**src/core/ifa_pkg.sv**
```systemverilog
// Purpose: shared constants and types for the input function assignment block
// Assumes: 20 MHz clock, synchronous active-low reset
// Notes: assignment codes are the terminal function numbers
`default_nettype none
package ifa_pkg;
  // ************************************************************
  // sizes
  // ************************************************************
  localparam int NUM_TERMINALS = 7;
  localparam int CODE_WIDTH = 8;
  localparam int GP_BITS = 16;
  localparam int SEL_BITS = 4;
  localparam int SYNC_STAGES = 3;

  // ************************************************************
  // assignment codes
  // ************************************************************
  localparam logic [7:0] CODE_UNUSED = 8'h00;
  localparam logic [7:0] CODE_FORWARD_RUN = 8'h01;
  localparam logic [7:0] CODE_BACKWARD_RUN = 8'h02;
  localparam logic [7:0] CODE_HALT_STYLE = 8'h13;
  localparam logic [7:0] CODE_BRAKE_RELEASE = 8'h14;
  localparam logic [7:0] CODE_EXTERNAL_FAULT = 8'h15;
  localparam logic [7:0] CODE_OVERHEAT_HALT = 8'h16;
  localparam logic [7:0] CODE_FAULT_CLEAR = 8'h18;
  localparam logic [7:0] CODE_PANEL_LOCK = 8'h1b;
  localparam logic [7:0] CODE_GP_FIRST = 8'h20;
  localparam logic [7:0] CODE_GP_LAST = 8'h2f;
  localparam logic [7:0] CODE_SEL_FIRST = 8'h30;
  localparam logic [7:0] CODE_SEL_LAST = 8'h33;
  localparam logic [7:0] CODE_TORQUE_CAP = 8'h36;

  // ************************************************************
  // reset values
  // ************************************************************
  localparam logic [55:0] DEFAULT_CODES =
    {8'h16, 8'h14, 8'h18, 8'h30, 8'h13, 8'h02, 8'h01};
  localparam logic [6:0] DEFAULT_LEVELS = 7'h00;

  // ************************************************************
  // routed function bundle
  // ************************************************************
  typedef struct packed {
    logic forward_run;
    logic backward_run;
    logic halt_style;
    logic brake_release;
    logic external_fault_input;
    logic overheat_halt;
    logic fault_clear;
    logic panel_lock_release;
    logic torque_cap_disable;
    logic [15:0] general_bits;
    logic [3:0] op_data_selector_bits;
  } ifa_func_type;

  typedef enum logic [1:0] {
    REGEN_WAIT = 2'b00,
    REGEN_PRESENT = 2'b01,
    REGEN_ABSENT = 2'b10
  } ifa_regen_type;
endpackage
`default_nettype wire

```
**src/core/ifa_top.sv**
```systemverilog
// Purpose: route seven input terminals to control functions by code
// Assumes: codes and levels held steady by the parameter store
// Notes: network inputs arrive already on the clock domain
`timescale 1ns/1ps
`default_nettype none
// How it works
// - seven terminals, each with its own code
// - factory codes 1,2,19,48,24,20,22
// - code zero drives nothing
// - code 1 is forward run
// - code 2 is backward run
// - code 19 selects halt style
// - code 22 overheat halt, or-ed like the other shared functions
// - code 24 clears the present fault
// - code 27 panel lock release, normally closed
// - codes 32-47 drive general bits 0-15
// - codes 48-51 form four-bit selector
// - code 54 disables torque cap, normally closed
// - terminal and network inputs kept separate
// - regeneration unit sensed only at power-up
// - open thermostat raises regeneration overheat alarm, only once the unit was sensed present
// - per-terminal level: 0 open, 1 closed
// - any active terminal runs shared function, except codes 27 and 54, which need every claiming terminal active
// - fault clear acts on ON-to-OFF edge
module ifa_top #(
  parameter int NUM_TERMINALS = ifa_pkg::NUM_TERMINALS
) (
  // clock and reset
  input wire logic clk,
  input wire logic resetn,
  // terminal pins and their settings
  input wire logic [NUM_TERMINALS-1:0] input_terminal,
  input wire logic [NUM_TERMINALS*8-1:0] code_setting,
  input wire logic [NUM_TERMINALS-1:0] level_setting,
  input wire logic load_defaults,
  // network inputs
  input wire ifa_pkg::ifa_func_type network_func,
  // regeneration unit thermostat pin, closed is high
  input wire logic regen_thermostat,
  // routed functions
  output ifa_pkg::ifa_func_type direct_func,
  output ifa_pkg::ifa_func_type merged_func,
  output logic fault_clear_pulse,
  // regeneration unit status
  output logic regen_present,
  output logic regen_overheat_alarm,
  // settings in force
  output logic [NUM_TERMINALS*8-1:0] active_codes,
  output logic [NUM_TERMINALS-1:0] active_levels
);
  // ************************************************************
  // parameter store
  // ************************************************************
  logic [NUM_TERMINALS*8-1:0] next_codes;
  logic [NUM_TERMINALS-1:0] next_levels;
  logic settings_taken;

  // factory initialisation on reset or on request
  assign next_codes = load_defaults ?
    ifa_pkg::DEFAULT_CODES[NUM_TERMINALS*8-1:0] : code_setting;
  assign next_levels = load_defaults ?
    ifa_pkg::DEFAULT_LEVELS[NUM_TERMINALS-1:0] : level_setting;

  always_ff @(posedge clk) begin
    if (!resetn) begin
      active_codes <= ifa_pkg::DEFAULT_CODES[NUM_TERMINALS*8-1:0];
      active_levels <= ifa_pkg::DEFAULT_LEVELS[NUM_TERMINALS-1:0];
      settings_taken <= 1'b0;
    end else begin
      active_codes <= next_codes;
      active_levels <= next_levels;
      settings_taken <= 1'b1;
    end
  end

  // ************************************************************
  // terminals
  // ************************************************************
  logic [NUM_TERMINALS-1:0] sync_level;
  ifa_pkg::ifa_func_type term_func [NUM_TERMINALS];
  logic [NUM_TERMINALS-1:0] panel_claim;
  logic [NUM_TERMINALS-1:0] torque_claim;

  genvar t;
  generate
    for (t = 0; t < NUM_TERMINALS; t = t + 1) begin : g_term
      ifa_sync #(
        .RESET_VALUE(1'b0)
      ) u_sync (
        .clk(clk),
        .resetn(resetn),
        .pin(input_terminal[t]),
        .level(sync_level[t])
      );
      ifa_term u_term (
        .level(sync_level[t]),
        .nc_sense(active_levels[t]),
        .code(active_codes[t*8 +: 8]),
        .func(term_func[t]),
        .panel_claim(panel_claim[t]),
        .torque_claim(torque_claim[t])
      );
    end
  endgenerate

  // ************************************************************
  // merge
  // ************************************************************
  ifa_pkg::ifa_func_type or_func;
  logic panel_all_on;
  logic torque_all_on;

  // shared functions are or-ed; the two contact-logic functions need
  // every claiming terminal on, and read on when nobody claims them
  always_comb begin
    or_func = '0;
    panel_all_on = 1'b1;
    torque_all_on = 1'b1;
    for (int i = 0; i < NUM_TERMINALS; i++) begin
      or_func = or_func | term_func[i];
      if (panel_claim[i] && !term_func[i].panel_lock_release) begin
        panel_all_on = 1'b0;
      end
      if (torque_claim[i] && !term_func[i].torque_cap_disable) begin
        torque_all_on = 1'b0;
      end
    end
  end

  ifa_pkg::ifa_func_type next_direct;
  ifa_pkg::ifa_func_type next_merged;

  always_comb begin
    next_direct = or_func;
    next_direct.panel_lock_release = panel_all_on;
    next_direct.torque_cap_disable = torque_all_on;
    // network sources join by or, the contact-logic pair by and
    next_merged = next_direct | network_func;
    next_merged.panel_lock_release =
      panel_all_on & network_func.panel_lock_release;
    next_merged.torque_cap_disable =
      torque_all_on & network_func.torque_cap_disable;
  end

  logic clear_prev;
  wire clear_fall;
  // alarm clear acts on release, so a held contact cannot re-clear
  assign clear_fall = clear_prev & ~next_merged.fault_clear;

  always_ff @(posedge clk) begin
    if (!resetn) begin
      direct_func <= '0;
      merged_func <= '0;
      clear_prev <= 1'b0;
      fault_clear_pulse <= 1'b0;
    end else begin
      direct_func <= next_direct;
      merged_func <= next_merged;
      clear_prev <= next_merged.fault_clear;
      fault_clear_pulse <= clear_fall;
    end
  end

  // ************************************************************
  // regeneration unit
  // ************************************************************
  logic thermo_level;
  ifa_pkg::ifa_regen_type regen_state;
  ifa_pkg::ifa_regen_type next_regen_state;

  ifa_sync #(
    .RESET_VALUE(1'b0)
  ) u_thermo_sync (
    .clk(clk),
    .resetn(resetn),
    .pin(regen_thermostat),
    .level(thermo_level)
  );

  logic [2:0] settle_count;
  wire sync_done;
  assign sync_done = (settle_count == 3'(ifa_pkg::SYNC_STAGES + 1));

  // the unit is judged once after power-up, when the synchroniser has
  // settled; a later plug-in cannot move the state out of absent
  always_comb begin
    case (regen_state)
      ifa_pkg::REGEN_WAIT: begin
        next_regen_state = regen_state;
        if (settings_taken && sync_done) begin
          next_regen_state = thermo_level ? ifa_pkg::REGEN_PRESENT :
                                            ifa_pkg::REGEN_ABSENT;
        end
      end
      ifa_pkg::REGEN_PRESENT: next_regen_state = regen_state;
      ifa_pkg::REGEN_ABSENT: next_regen_state = regen_state;
      default: next_regen_state = ifa_pkg::REGEN_WAIT;
    endcase
  end

  always_ff @(posedge clk) begin
    if (!resetn) begin
      settle_count <= 3'h0;
    end else if (!sync_done) begin
      settle_count <= settle_count + 3'h1;
    end
  end

  always_ff @(posedge clk) begin
    if (!resetn) begin
      regen_state <= ifa_pkg::REGEN_WAIT;
      regen_present <= 1'b0;
      regen_overheat_alarm <= 1'b0;
    end else begin
      regen_state <= next_regen_state;
      regen_present <= (next_regen_state == ifa_pkg::REGEN_PRESENT);
      // sticky until the fault clear edge; a new open wins over clear
      if (regen_state == ifa_pkg::REGEN_PRESENT && !thermo_level) begin
        regen_overheat_alarm <= 1'b1;
      end else if (clear_fall) begin
        regen_overheat_alarm <= 1'b0;
      end
    end
  end

  // ************************************************************
  // assertions
  // ************************************************************
  property p_default_codes;
    @(posedge clk) $rose(resetn) |->
      active_codes == ifa_pkg::DEFAULT_CODES[NUM_TERMINALS*8-1:0];
  endproperty
  a_default_codes: assert property (p_default_codes)
    else $error("codes not at factory values after reset");

  property p_clear_fall;
    @(posedge clk) disable iff (!resetn)
      merged_func.fault_clear ##1 !merged_func.fault_clear |->
        fault_clear_pulse;
  endproperty
  a_clear_fall: assert property (p_clear_fall)
    else $error("fault clear release gave no pulse");

  property p_clear_not_on_rise;
    @(posedge clk) disable iff (!resetn)
      $rose(merged_func.fault_clear) |-> !fault_clear_pulse;
  endproperty
  a_clear_not_on_rise: assert property (p_clear_not_on_rise)
    else $error("fault clear acted on assertion");

  property p_unused_quiet;
    @(posedge clk) disable iff (!resetn)
      (active_codes == '0) && !network_func.forward_run &&
      (network_func.general_bits == '0) |=>
        !merged_func.forward_run && (merged_func.general_bits == '0);
  endproperty
  a_unused_quiet: assert property (p_unused_quiet)
    else $error("unused terminal drove a function");

  property p_regen_locked;
    @(posedge clk) disable iff (!resetn)
      regen_state == ifa_pkg::REGEN_ABSENT |=>
        regen_state == ifa_pkg::REGEN_ABSENT;
  endproperty
  a_regen_locked: assert property (p_regen_locked)
    else $error("regeneration unit taken up after power-up");

  property p_regen_alarm;
    @(posedge clk) disable iff (!resetn)
      regen_state == ifa_pkg::REGEN_PRESENT && !thermo_level |=>
        regen_overheat_alarm;
  endproperty
  a_regen_alarm: assert property (p_regen_alarm)
    else $error("open thermostat raised no alarm");

  property p_network_or;
    @(posedge clk) disable iff (!resetn)
      network_func.forward_run |=> merged_func.forward_run;
  endproperty
  a_network_or: assert property (p_network_or)
    else $error("network forward run lost");

  // backward run seen from the raw settings, apart from the decoder
  wire [NUM_TERMINALS-1:0] bwd_hit;
  generate
    for (genvar b = 0; b < NUM_TERMINALS; b++) begin : g_bwd
      assign bwd_hit[b] = (sync_level[b] ^ active_levels[b]) &&
        (active_codes[b*8 +: 8] == ifa_pkg::CODE_BACKWARD_RUN);
    end
  endgenerate

  property p_direct_separate;
    @(posedge clk) disable iff (!resetn)
      (bwd_hit == '0) |=> !direct_func.backward_run;
  endproperty
  a_direct_separate: assert property (p_direct_separate)
    else $error("direct backward run without a terminal");

  property p_direct_shared;
    @(posedge clk) disable iff (!resetn)
      (bwd_hit != '0) |=> direct_func.backward_run;
  endproperty
  a_direct_shared: assert property (p_direct_shared)
    else $error("active backward run terminal ignored");

  c_clear: cover property (@(posedge clk) fault_clear_pulse);
  c_regen: cover property (@(posedge clk) regen_overheat_alarm);
  c_fwd: cover property (@(posedge clk) direct_func.forward_run);
endmodule
`default_nettype wire

```
**src/core/ifa_sync.sv**
```systemverilog
// Purpose: three-stage pin synchroniser with agreement filter
// Assumes: input asynchronous to clk
// Notes: first stage feeds only the second stage
`timescale 1ns/1ps
`default_nettype none
module ifa_sync #(
  parameter logic RESET_VALUE = 1'b0
) (
  // clock and reset
  input wire logic clk,
  input wire logic resetn,
  // pin and result
  input wire logic pin,
  output logic level
);
  logic stage1;
  logic stage2;
  logic stage3;

  always_ff @(posedge clk) begin
    if (!resetn) begin
      stage1 <= RESET_VALUE;
      stage2 <= RESET_VALUE;
      stage3 <= RESET_VALUE;
      level <= RESET_VALUE;
    end else begin
      stage1 <= pin;
      stage2 <= stage1;
      stage3 <= stage2;
      // a change counts only once the last two stages agree
      if (stage2 == stage3) begin
        level <= stage3;
      end
    end
  end
endmodule
`default_nettype wire

```
**src/core/ifa_term.sv**
```systemverilog
// Purpose: one terminal: logic level then code decode
// Assumes: level is already synchronised
// Notes: combinational; result registered in the top
`timescale 1ns/1ps
`default_nettype none
module ifa_term (
  // terminal input
  input wire logic level,
  input wire logic nc_sense,
  input wire logic [7:0] code,
  // decoded function contribution
  output ifa_pkg::ifa_func_type func,
  output logic panel_claim,
  output logic torque_claim
);
  wire active;
  wire is_gp;
  wire is_sel;
  wire [7:0] gp_index;
  wire [7:0] sel_index;

  // normally-closed terminal is active when the contact is open
  assign active = level ^ nc_sense;
  assign is_gp = (code >= ifa_pkg::CODE_GP_FIRST) &&
                 (code <= ifa_pkg::CODE_GP_LAST);
  assign is_sel = (code >= ifa_pkg::CODE_SEL_FIRST) &&
                  (code <= ifa_pkg::CODE_SEL_LAST);
  assign gp_index = code - ifa_pkg::CODE_GP_FIRST;
  assign sel_index = code - ifa_pkg::CODE_SEL_FIRST;
  // codes for contact-logic functions are claimed whatever the level
  assign panel_claim = (code == ifa_pkg::CODE_PANEL_LOCK);
  assign torque_claim = (code == ifa_pkg::CODE_TORQUE_CAP);

  // unused and unknown codes fall through to all zero
  always_comb begin
    func = '0;
    if (active) begin
      func.forward_run = (code == ifa_pkg::CODE_FORWARD_RUN);
      func.backward_run = (code == ifa_pkg::CODE_BACKWARD_RUN);
      func.halt_style = (code == ifa_pkg::CODE_HALT_STYLE);
      func.brake_release = (code == ifa_pkg::CODE_BRAKE_RELEASE);
      func.external_fault_input =
        (code == ifa_pkg::CODE_EXTERNAL_FAULT);
      func.overheat_halt = (code == ifa_pkg::CODE_OVERHEAT_HALT);
      func.fault_clear = (code == ifa_pkg::CODE_FAULT_CLEAR);
      func.panel_lock_release = panel_claim;
      func.torque_cap_disable = torque_claim;
      if (is_gp) begin
        func.general_bits[gp_index[3:0]] = 1'b1;
      end
      if (is_sel) begin
        func.op_data_selector_bits[sel_index[1:0]] = 1'b1;
      end
    end
  end
endmodule
`default_nettype wire

```
**config.mk**
```make
export PLATFORM = sky130hd
export DESIGN_NAME = ifa_top
export DESIGN_NICKNAME = d
export VERILOG_FILES = /design/src/core/ifa_pkg.sv /design/src/core/ifa_top.sv /design/src/core/ifa_sync.sv /design/src/core/ifa_term.sv
export SDC_FILE = /design/constraint.sdc
export NUM_CORES = 1
export LEC_CHECK = 0
export BUFFER_PORTS_ARGS = -buffer_cell sky130_fd_sc_hd__buf_2
export CAP_MARGIN = 10
export CORE_UTILIZATION = 54
export DETAILED_ROUTE_END_ITERATION = 8
export GPL_ROUTABILITY_DRIVEN = 0
export PLACE_DENSITY_LB_ADDON = 0.1
export SLEW_MARGIN = 20
export SYNTH_ARGS = -nofsm -noshare
export SYNTH_HDL_FRONTEND = slang
export SYNTH_SLANG_ARGS = --single-unit
```
**constraint.sdc**
```tcl
create_clock -name clk -period 4.5 [get_ports clk]
set_clock_uncertainty 0.2 [all_clocks]
set_input_delay 0.675 -clock clk [delete_from_list [all_inputs] [get_ports clk]]
set_output_delay 0.675 -clock clk [all_outputs]
set_load 0.01 [all_outputs]
```
==> summary by stage, run 1 <==
Synth
The portion of synthesized area spent on multiplexers is 0%. In the post-synthesis netlist, the biggest area contributors are sky130_fd_sc_hd__dfxtp_1 (48%), sky130_fd_sc_hd__and2_1 (8.8%), sky130_fd_sc_hd__o22ai_1 (4.5%). Summing the areas of all xor and xnor instances in the mapped netlist gives 1.56% of the synthesized area. The synthesized netlist devotes 15.8% of its cell area to compound gates. Summing the sequential cell areas from Yosys gives 48.3% of the chip area. The most used flip-flop cell after synthesis is sky130_fd_sc_hd__dfxtp_1. The area fraction of the dominant cell type after synthesis is 48.3%.

Summing the areas of all fa, ha and maj instances in the mapped netlist gives 0.373% of the synthesized area. The synthesized design contains 0 enable-type register cells. A synthesized cell averages 9.42 sq um. After technology mapping, the gate count stands at 713. Counting flops and latches in the post-synthesis netlist gives 162. The biggest area contributor in the post-synthesis netlist is sky130_fd_sc_hd__dfxtp_1. The share of synthesized cell area in and, or, nand and nor gates is 31.6%. The number of warnings reported in the yosys synthesis log is 0. Counting every net in the synthesized netlist gives 818.

The number of different library cells in the post-synthesis netlist is 55. The netlist area before placement is 6720 sq um. The share of synthesized flip-flops with an asynchronous set or reset is 0%. After synthesis, the largest family of logic cells by area is simple AND/OR/NAND/NOR gates.

Finish
The most common cell after layout, fill and taps aside is sky130_fd_sc_hd__buf_2. The library cells used most frequently in the layout, excluding fill and tap cells, are sky130_fd_sc_hd__buf_2 (226), sky130_fd_sc_hd__dfxtp_1 (162), sky130_fd_sc_hd__and2_1 (94), sky130_fd_sc_hd__nand2_1 (78), sky130_fd_sc_hd__o22ai_1 (48). The fraction of final layout cells sized beyond drive strength 1 is 29.1%. The growth of design area from synthesis to finish is 27.3%. At the end of the flow, the number of nets in the layout was 1038.

The total of fill cells in the finished design is 915. The diode insertion count for antenna repair is 0.

Clock tree
The master cell of the clock root buffer is sky130_fd_sc_hd__clkbuf_16. The number of buffers inserted to repair setup after CTS is 0. The clock slew at the register clock pins of the worst setup and hold paths is 0.07 ns. Once the clock tree was built, the resizer swapped 0 gates to a different size. The number of hold-repair buffers added at the cts stage is 0. The number of clock sinks is 162. The clock tree from TritonCTS is yes. No sink is reached through more buffers than the 2 on the longest clock path. The H-tree was split into 4 levels.

Buffers inserted during clock tree synthesis total 17. The clock network latency to the later pin of the worst-skew pair is 0.42 ns.

Global routing
The total global routing track utilization is 30.9%. The initial antenna violation count is 0. The maximum number of pins on one net before global-route repair is 64. The global-route wire length before repair is 30800 microns. The via count of the first global-routing pass is 6099.

After global routing the overflow that remains totals 0.

STA
Setup repair after global routing left no endpoint under its margin. The final setup violation count is 0. On the final layout, the worst hold slack is 0.228 ns. The post-layout minimum cycle time is 2.41 ns. The headroom to the max-slew limit is 43.6%.

The aggregate negative setup slack is 0 ns. The number of hold-slack violations in the final timing report came to 0. The max-slew violation count is 0. Static timing analysis puts the maximum clock frequency at 414 MHz. The worst path uses 53.6% of the clock period. At the pin with the least slew margin, the transition time is 0.839 ns.

Pwr
Summed over all cells, the static leakage comes to 3.61 nW. The power per cell area is 375 nW/um^2. The worst-case IR drop observed on VDD is 273 uV.

Floorplanning
The overall die height is 114 microns. 227 I/O pins were placed. The floorplan die width is 114 microns. The total die area is 12900 sq um.

The floorplan row count is 40. The core region is 12100 sq um. Once the floorplan was initialized, standard cells occupied 55.7% of the core.

Min path
The worst hold path was traced through 2 stages. The startpoint identified for the worst hold timing path is code_setting[16]. The min-delay analysis places its worst path in the category in2reg. The worst hold endpoint is active_codes[16].

Flow run
The count of maximum capacitance violations is 0.

Worst setup path
The setup check on the worst reg-to-reg path leaves a slack of 2.09 ns. In this run the critical register-to-register path is launched from g_term[3].u_sync.level. The worst setup path is captured at a flop. For the worst setup path, the data required time is 4.62 ns. The data arrival time at the worst-slack endpoint is 2.53 ns. The startpoint type of the worst setup path is a flop. By startpoint and endpoint, the worst setup path is classified as reg2reg. In this run the worst path has a maximum fanout of 7. The path depth of the worst reg2reg path is 5. The endpoint of the lowest-slack register-to-register path is fault_clear_pulse.

Placement
The estimated wirelength of the detail-placed design is 15500 microns. The count of buffers added on input and output ports is 226.

Drt
The mean routed wirelength per cell is 18.1 microns. In the routed design, unresolved DRC markers number 42. The pre-antenna-repair detailed-routing pass consisted of 9 iterations. The remaining number of nets flagged by the antenna check after routing is 0. The total length of routed wires is 20200 microns.

The ratio of routed vias to standard cells is 5.95. The detailed router placed 6630 vias in this run. The starting DRC count in detailed routing is 1023.

Run status
The checks that failed: design-rule violations. The flow ran to the end, but the final reports show violations.
[metrics by stage]
stage	cell area (sq um)	std cells	setup slack, ns	power [mW]	utilization [%]
floorplan	6720	713	2.52	1.70	-
global placement	7940	1081	1.99	1.81	65.8
detailed placement	7940	1081	1.88	1.82	65.8
CTS	8530	1113	2.18	3.23	70.7
global route	8550	1114	1.99	3.32	70.9
finish	8550	1114	2.09	3.21	70.9
[flip-flops by register name, summed over array words and instances, names as in the netlist]
signal,flops
g_term.u_sync.stage3,7
u_thermo_sync.level,1
settings_taken,1
regen_present,1
regen_state,2
settle_count,3
clear_prev,1
g_term.u_sync.level,7
direct_func,29
active_codes,56
fault_clear_pulse,1
merged_func,28
regen_overheat_alarm,1
u_thermo_sync.stage1,1
g_term.u_sync.stage2,7
u_thermo_sync.stage2,1
g_term.u_sync.stage1,7
active_levels,7
u_thermo_sync.stage3,1
[worst max-delay path, stage by stage (launching register included)]
cell	delay (ns)
sky130_fd_sc_hd__dfxtp_1	0.36
sky130_fd_sc_hd__xor2_1	0.51
sky130_fd_sc_hd__nand2_1	0.39
sky130_fd_sc_hd__o22ai_1	0.51
sky130_fd_sc_hd__nor3_1	0.14
sky130_fd_sc_hd__and3_1	0.19
[cells in the mapped netlist (all sizes together) (7+ instances only)]
| master | count |
|---|---|
| a21boi | 14 |
| o22ai | 48 |
| nand2b | 15 |
| nor2b | 22 |
| o21a | 13 |
| nor4 | 11 |
| nand4 | 20 |
| nand3b | 7 |
| clkbuf | 18 |
| nor2 | 40 |
| xor2 | 7 |
| buf | 10 |
| o41a | 10 |
| o22a | 10 |
| nand4b | 7 |
| nand3 | 13 |
| dfxtp | 162 |
| o221ai | 9 |
| nand2 | 78 |
| o21ai | 11 |
| nor4b | 13 |
| and2 | 94 |
| o31a | 9 |
| or4 | 9 |
[cell families (layout without fill, tap and decap cells)]
| logic type | count (synthesis) | after routing |
|---|---|---|
| and+or+nand+nor | 363 | 363 |
| DFF | 162 | 162 |
| AOI/OAI and AO/OA | 140 | 140 |
| buffers and inverters | 34 | 267 |
| xor gates and xnor gates | 12 | 12 |
| adders and majority gates | 2 | 2 |
[worst max path at each step]
stage	to	startpoint	cells past startpoint
floorplan	merged_func[24]	active_codes[12]	5
global placement	active_codes[30]	resetn	3
detailed placement	active_codes[54]	resetn	3
CTS	fault_clear_pulse	g_term[3].u_sync.level	5
global route	merged_func[27]	g_term[6].u_sync.level	5
finish	fault_clear_pulse	g_term[3].u_sync.level	5
[layout make-up]
type | instances | area [sq um] | share of cell area (%)
Timing Repair Buffer | 229 | 1170 | 13.7
Inverter | 6 | 22.5 | 0.263
Clock inverter | 15 | 163 | 1.90
Tap cell | 168 | 210 | 2.46
Sequential cell | 162 | 3240 | 37.9
Multi-Input combinational cell | 517 | 3320 | 38.8
Clock buffer | 17 | 425 | 4.97
[where the power goes]
group	switching (mW)	internal, mW
logic	0.140	0.121
clock network	0.628	0.790
registers	0.0433	1.49
total	0.811	2.40
[layer usage]
metal  vias up  wire, microns  GRT usage [%]
li1       3048              -              -
met2       506           8870           47.8
met4         2            918           15.5
met3       124           2570           12.6
met5         -             23              0
met1      2950           7820           37.1
(Power assumes the default switching activity.)
==> run 2: changes to the inputs <==
Settings changed: CORE_UTILIZATION 54 to 50.
Clock period 4.5 ns to 2.3 ns, I/O delays scaled along.
==> run 2 against run 1 <==
- the run still ends with design-rule violations left
- non-clock buffer count up 118
- global-route usage up 2.9 points
- cell area up 14%
- via count up 9.4%
- setup slack worse by 2.0 ns
- hold slack worse by 0.20 ns
- sequential cell count unchanged
- critical path depth unchanged
- routed wire length up 18%
- cell count up 11%
- utilization up 4.7 points
- critical endpoint is now merged_func[27]
- highest routed layer is now met4
==> summary by stage, run 2 (synthesis gave the netlist of run 1 again) <==
Clock tree
The number of clock sinks is 162 (unchanged). The number of buffers between clock root and the deepest sink is 2 (unchanged). The clock slew at the register clock pins of the worst setup and hold paths is 0.07 ns (about the same).

The clock network latency to the later pin of the worst-skew pair is 0.43 ns (about the same). The master cell of the clock root buffer is sky130_fd_sc_hd__clkbuf_16. The TritonCTS buffer count came to 17 (unchanged).

The maximum level of the CTS H-tree is 4 (unchanged). TritonCTS built the clock tree.

Worst setup path
The register-to-register setup slack was 0.04 ns (-2.05 ns). The worst-path maximum fanout was 7 (unchanged). The path depth of the worst reg2reg path is 5 (unchanged). The critical path capture point type is a flop. STA classifies the critical path startpoint as a flop.

The data arrival time at the worst-slack endpoint was 2.40 ns (-0.13 ns). The worst reg2reg path startpoint is g_term[3].u_sync.level. The worst register-to-register path ends at merged_func[27].

The setup path with the least slack is of type reg2reg. The data required time of the critical path is 2.44 ns (-2.18 ns).

Drt
The total length of routed wires was 23800 microns (+18%). The starting DRC count in detailed routing came to 1278 (+25%). The total DRC errors in the routed layout is 172 (+310%). The mean routed wirelength per cell was 19.2 microns (+5.9%). The number of iterations in the first detailed-routing pass came to 9 (unchanged). The detailed-route via count came to 7254 (+9.4%). The remaining number of nets flagged by the antenna check after routing is 0 (unchanged). The ratio of routed vias to standard cells is 5.86 (-1.5%).

Floorplanning
The overall die height is 118 microns (+3.9%). The floorplan core area is 12900 sq um (+6.8%). The initial core utilization is 52.2% (-3.5 points). The floorplan die width was 118 microns (+3.9%). The total die area is 13900 sq um (+7.9%). The floorplan row count was 41 (+2.5%). The number of top-level pins is 227 (unchanged).

Finish
The number of flip-flops under the largest register name is 56 (unchanged). The register containing the most flip-flops in the final layout is active_codes. The growth of design area from synthesis to finish is 45.0%. The library cells used most frequently in the layout, excluding fill and tap cells, are sky130_fd_sc_hd__buf_2 (226), sky130_fd_sc_hd__dfxtp_1 (162), sky130_fd_sc_hd__dlygate4sd3_1 (100), sky130_fd_sc_hd__and2_1 (94), sky130_fd_sc_hd__nand2_1 (78).

The total of fill cells in the finished design is 947 (+3.5%). The most common cell after layout, fill and taps aside is sky130_fd_sc_hd__buf_2. The fraction of final layout cells sized beyond drive strength 1 is 28.0% (-1.1 points). In the final layout, the registers with the most flip-flops are active_codes (56), direct_func (29), merged_func (28). The total number of nets in the final design was 1156 (+11%). The non-filler instance count after layout is 1237 (+11%).

STA
The number of hold-slack violations in the final timing report came to 0 (unchanged). The post-layout minimum cycle time is 2.26 ns (-0.154 ns). The aggregate negative setup slack is 0 ns (unchanged). Setup repair after global routing left no endpoint under its margin. The slew at the pin closest to its max-slew limit is 0.628 ns (-0.211 ns). The period utilization is 98.2% (+45 points). The highest achievable clock rate is 443 MHz (+6.8%). The max-slew violation count was 0 (unchanged). The headroom to the max-slew limit is 57.5% (+14 points). The final setup violation count is 0 (unchanged).

Placement
The quantity of I/O buffers inserted on ports is 226 (unchanged). The cell count after placement is 1104 (+2.1%). The estimated wirelength of the detail-placed design is 16600 microns (+6.8%).

Global routing
The maximum number of pins on one net before global-route repair is 59 (-7.8%). The total grt overflow is 0 (unchanged). The via count of the first global-routing pass is 7093 (+16%). The global-route wire length before repair is 36500 microns (+19%).

The total global routing track utilization is 33.8% (+2.9 points). The initial antenna violation count is 1 (+1).

Pwr
The largest voltage drop on the vdd net is 569 uV (+110%). The power per cell area is 670 nW/um^2 (+78%). The leakage power total is 4.12 nW (+14%).

Run status
The flow ran to the end, but the final reports show violations. The checks that failed: design-rule violations.

Min path
The number of cells traversed by the worst hold path was 3 (+1). The startpoint identified for the worst hold timing path is network_func[28]. The path with the worst hold slack has its endpoint at merged_func[28].

The worst hold path belongs to the class in2reg.

Flow run
The count of maximum capacitance violations is 0 (unchanged).
run 2: changes by cell type in the layout (fill, tap and decap cells not counted), sizes merged:
cell / previous run / this run
inv: 16 / 13
diode: 0 / 1
bufinv: 1 / 2
clkinvlp: 2 / 1
clkinv: 2 / 5
dlygate4sd3: 0 / 100
buf: 229 / 247
run 2: cell type report:
cell class	instances	area, sq um	share of cell area, %
clock buffer	17	425	4.37
timing repair buffer	347	2300	23.6
inverter	6	22.5	0.231
antenna	1	2.50	0.0257
tap	172	215	2.21
multi-input combinational	517	3360	34.5
clock inverter	15	170	1.75
sequential	162	3240	33.3
run 2: power breakdown:
| group | total, mW | switching (mW) | leakage (nW) | internal (mW) |
|---|---|---|---|---|
| clock network | 2.84 | 1.21 | 0.293 | 1.63 |
| logic | 0.683 | 0.318 | 2.50 | 0.364 |
| registers | 3.00 | 0.0878 | 1.33 | 2.91 |
| total | 6.52 | 1.62 | 4.12 | 4.90 |
run 2: critical path: stages, from the launching register on:
cell and delay (ns):
sky130_fd_sc_hd__dfxtp_1 0.36, sky130_fd_sc_hd__xor2_1 0.53, sky130_fd_sc_hd__nand2_1 0.44, sky130_fd_sc_hd__o22ai_1 0.28, sky130_fd_sc_hd__nor4_2 0.12, sky130_fd_sc_hd__a21boi_0 0.24
run 2: repair_timing:
item,CTS,global route
resized for setup,0,6
buffers inserted,0,0
hold buffers,100,0
setup endpoints to repair,0,25
hold endpoints to repair,99,0
run 2: worst max path at each step:
stage                           start         endpoint  slack (ns)  cells after the start
2_1_floorplan        active_codes[12]  merged_func[24]        0.32                      5
3_3_place_gp         active_codes[44]   merged_func[8]        0.05                      6
3_5_place_dp   g_term[3].u_sync.level  merged_func[27]        0.04                      5
4_1_cts        g_term[3].u_sync.level  merged_func[27]        0.02                      5
5_1_grt        g_term[4].u_sync.level  direct_func[28]       0.002                      5
6_report       g_term[3].u_sync.level  merged_func[27]        0.04                      5
run 2: metrics by stage:
step | util, % | power [mW] | setup WS (ns) | hold WS, ns | instance area [sq um]
2_1_floorplan | - | 3.32 | 0.317 | 0.173 | 6720
3_3_place_gp | 62.9 | 3.57 | 0.0486 | 0.218 | 8100
3_5_place_dp | 62.9 | 3.58 | 0.0436 | 0.219 | 8100
4_1_cts | 75.3 | 6.52 | 0.0197 | 0.0121 | 9690
5_1_grt | 75.6 | 6.74 | 0.00176 | 0.0531 | 9740
6_report | 75.6 | 6.52 | 0.0406 | 0.0255 | 9740
run 2: layer usage:
layer / GRT usage, % / share of wire, %
met1: 39.0 / 38
met2: 56.7 / 47
met3: 12.0 / 11
met5: 0 / 0
met4: 14.1 / 4.9
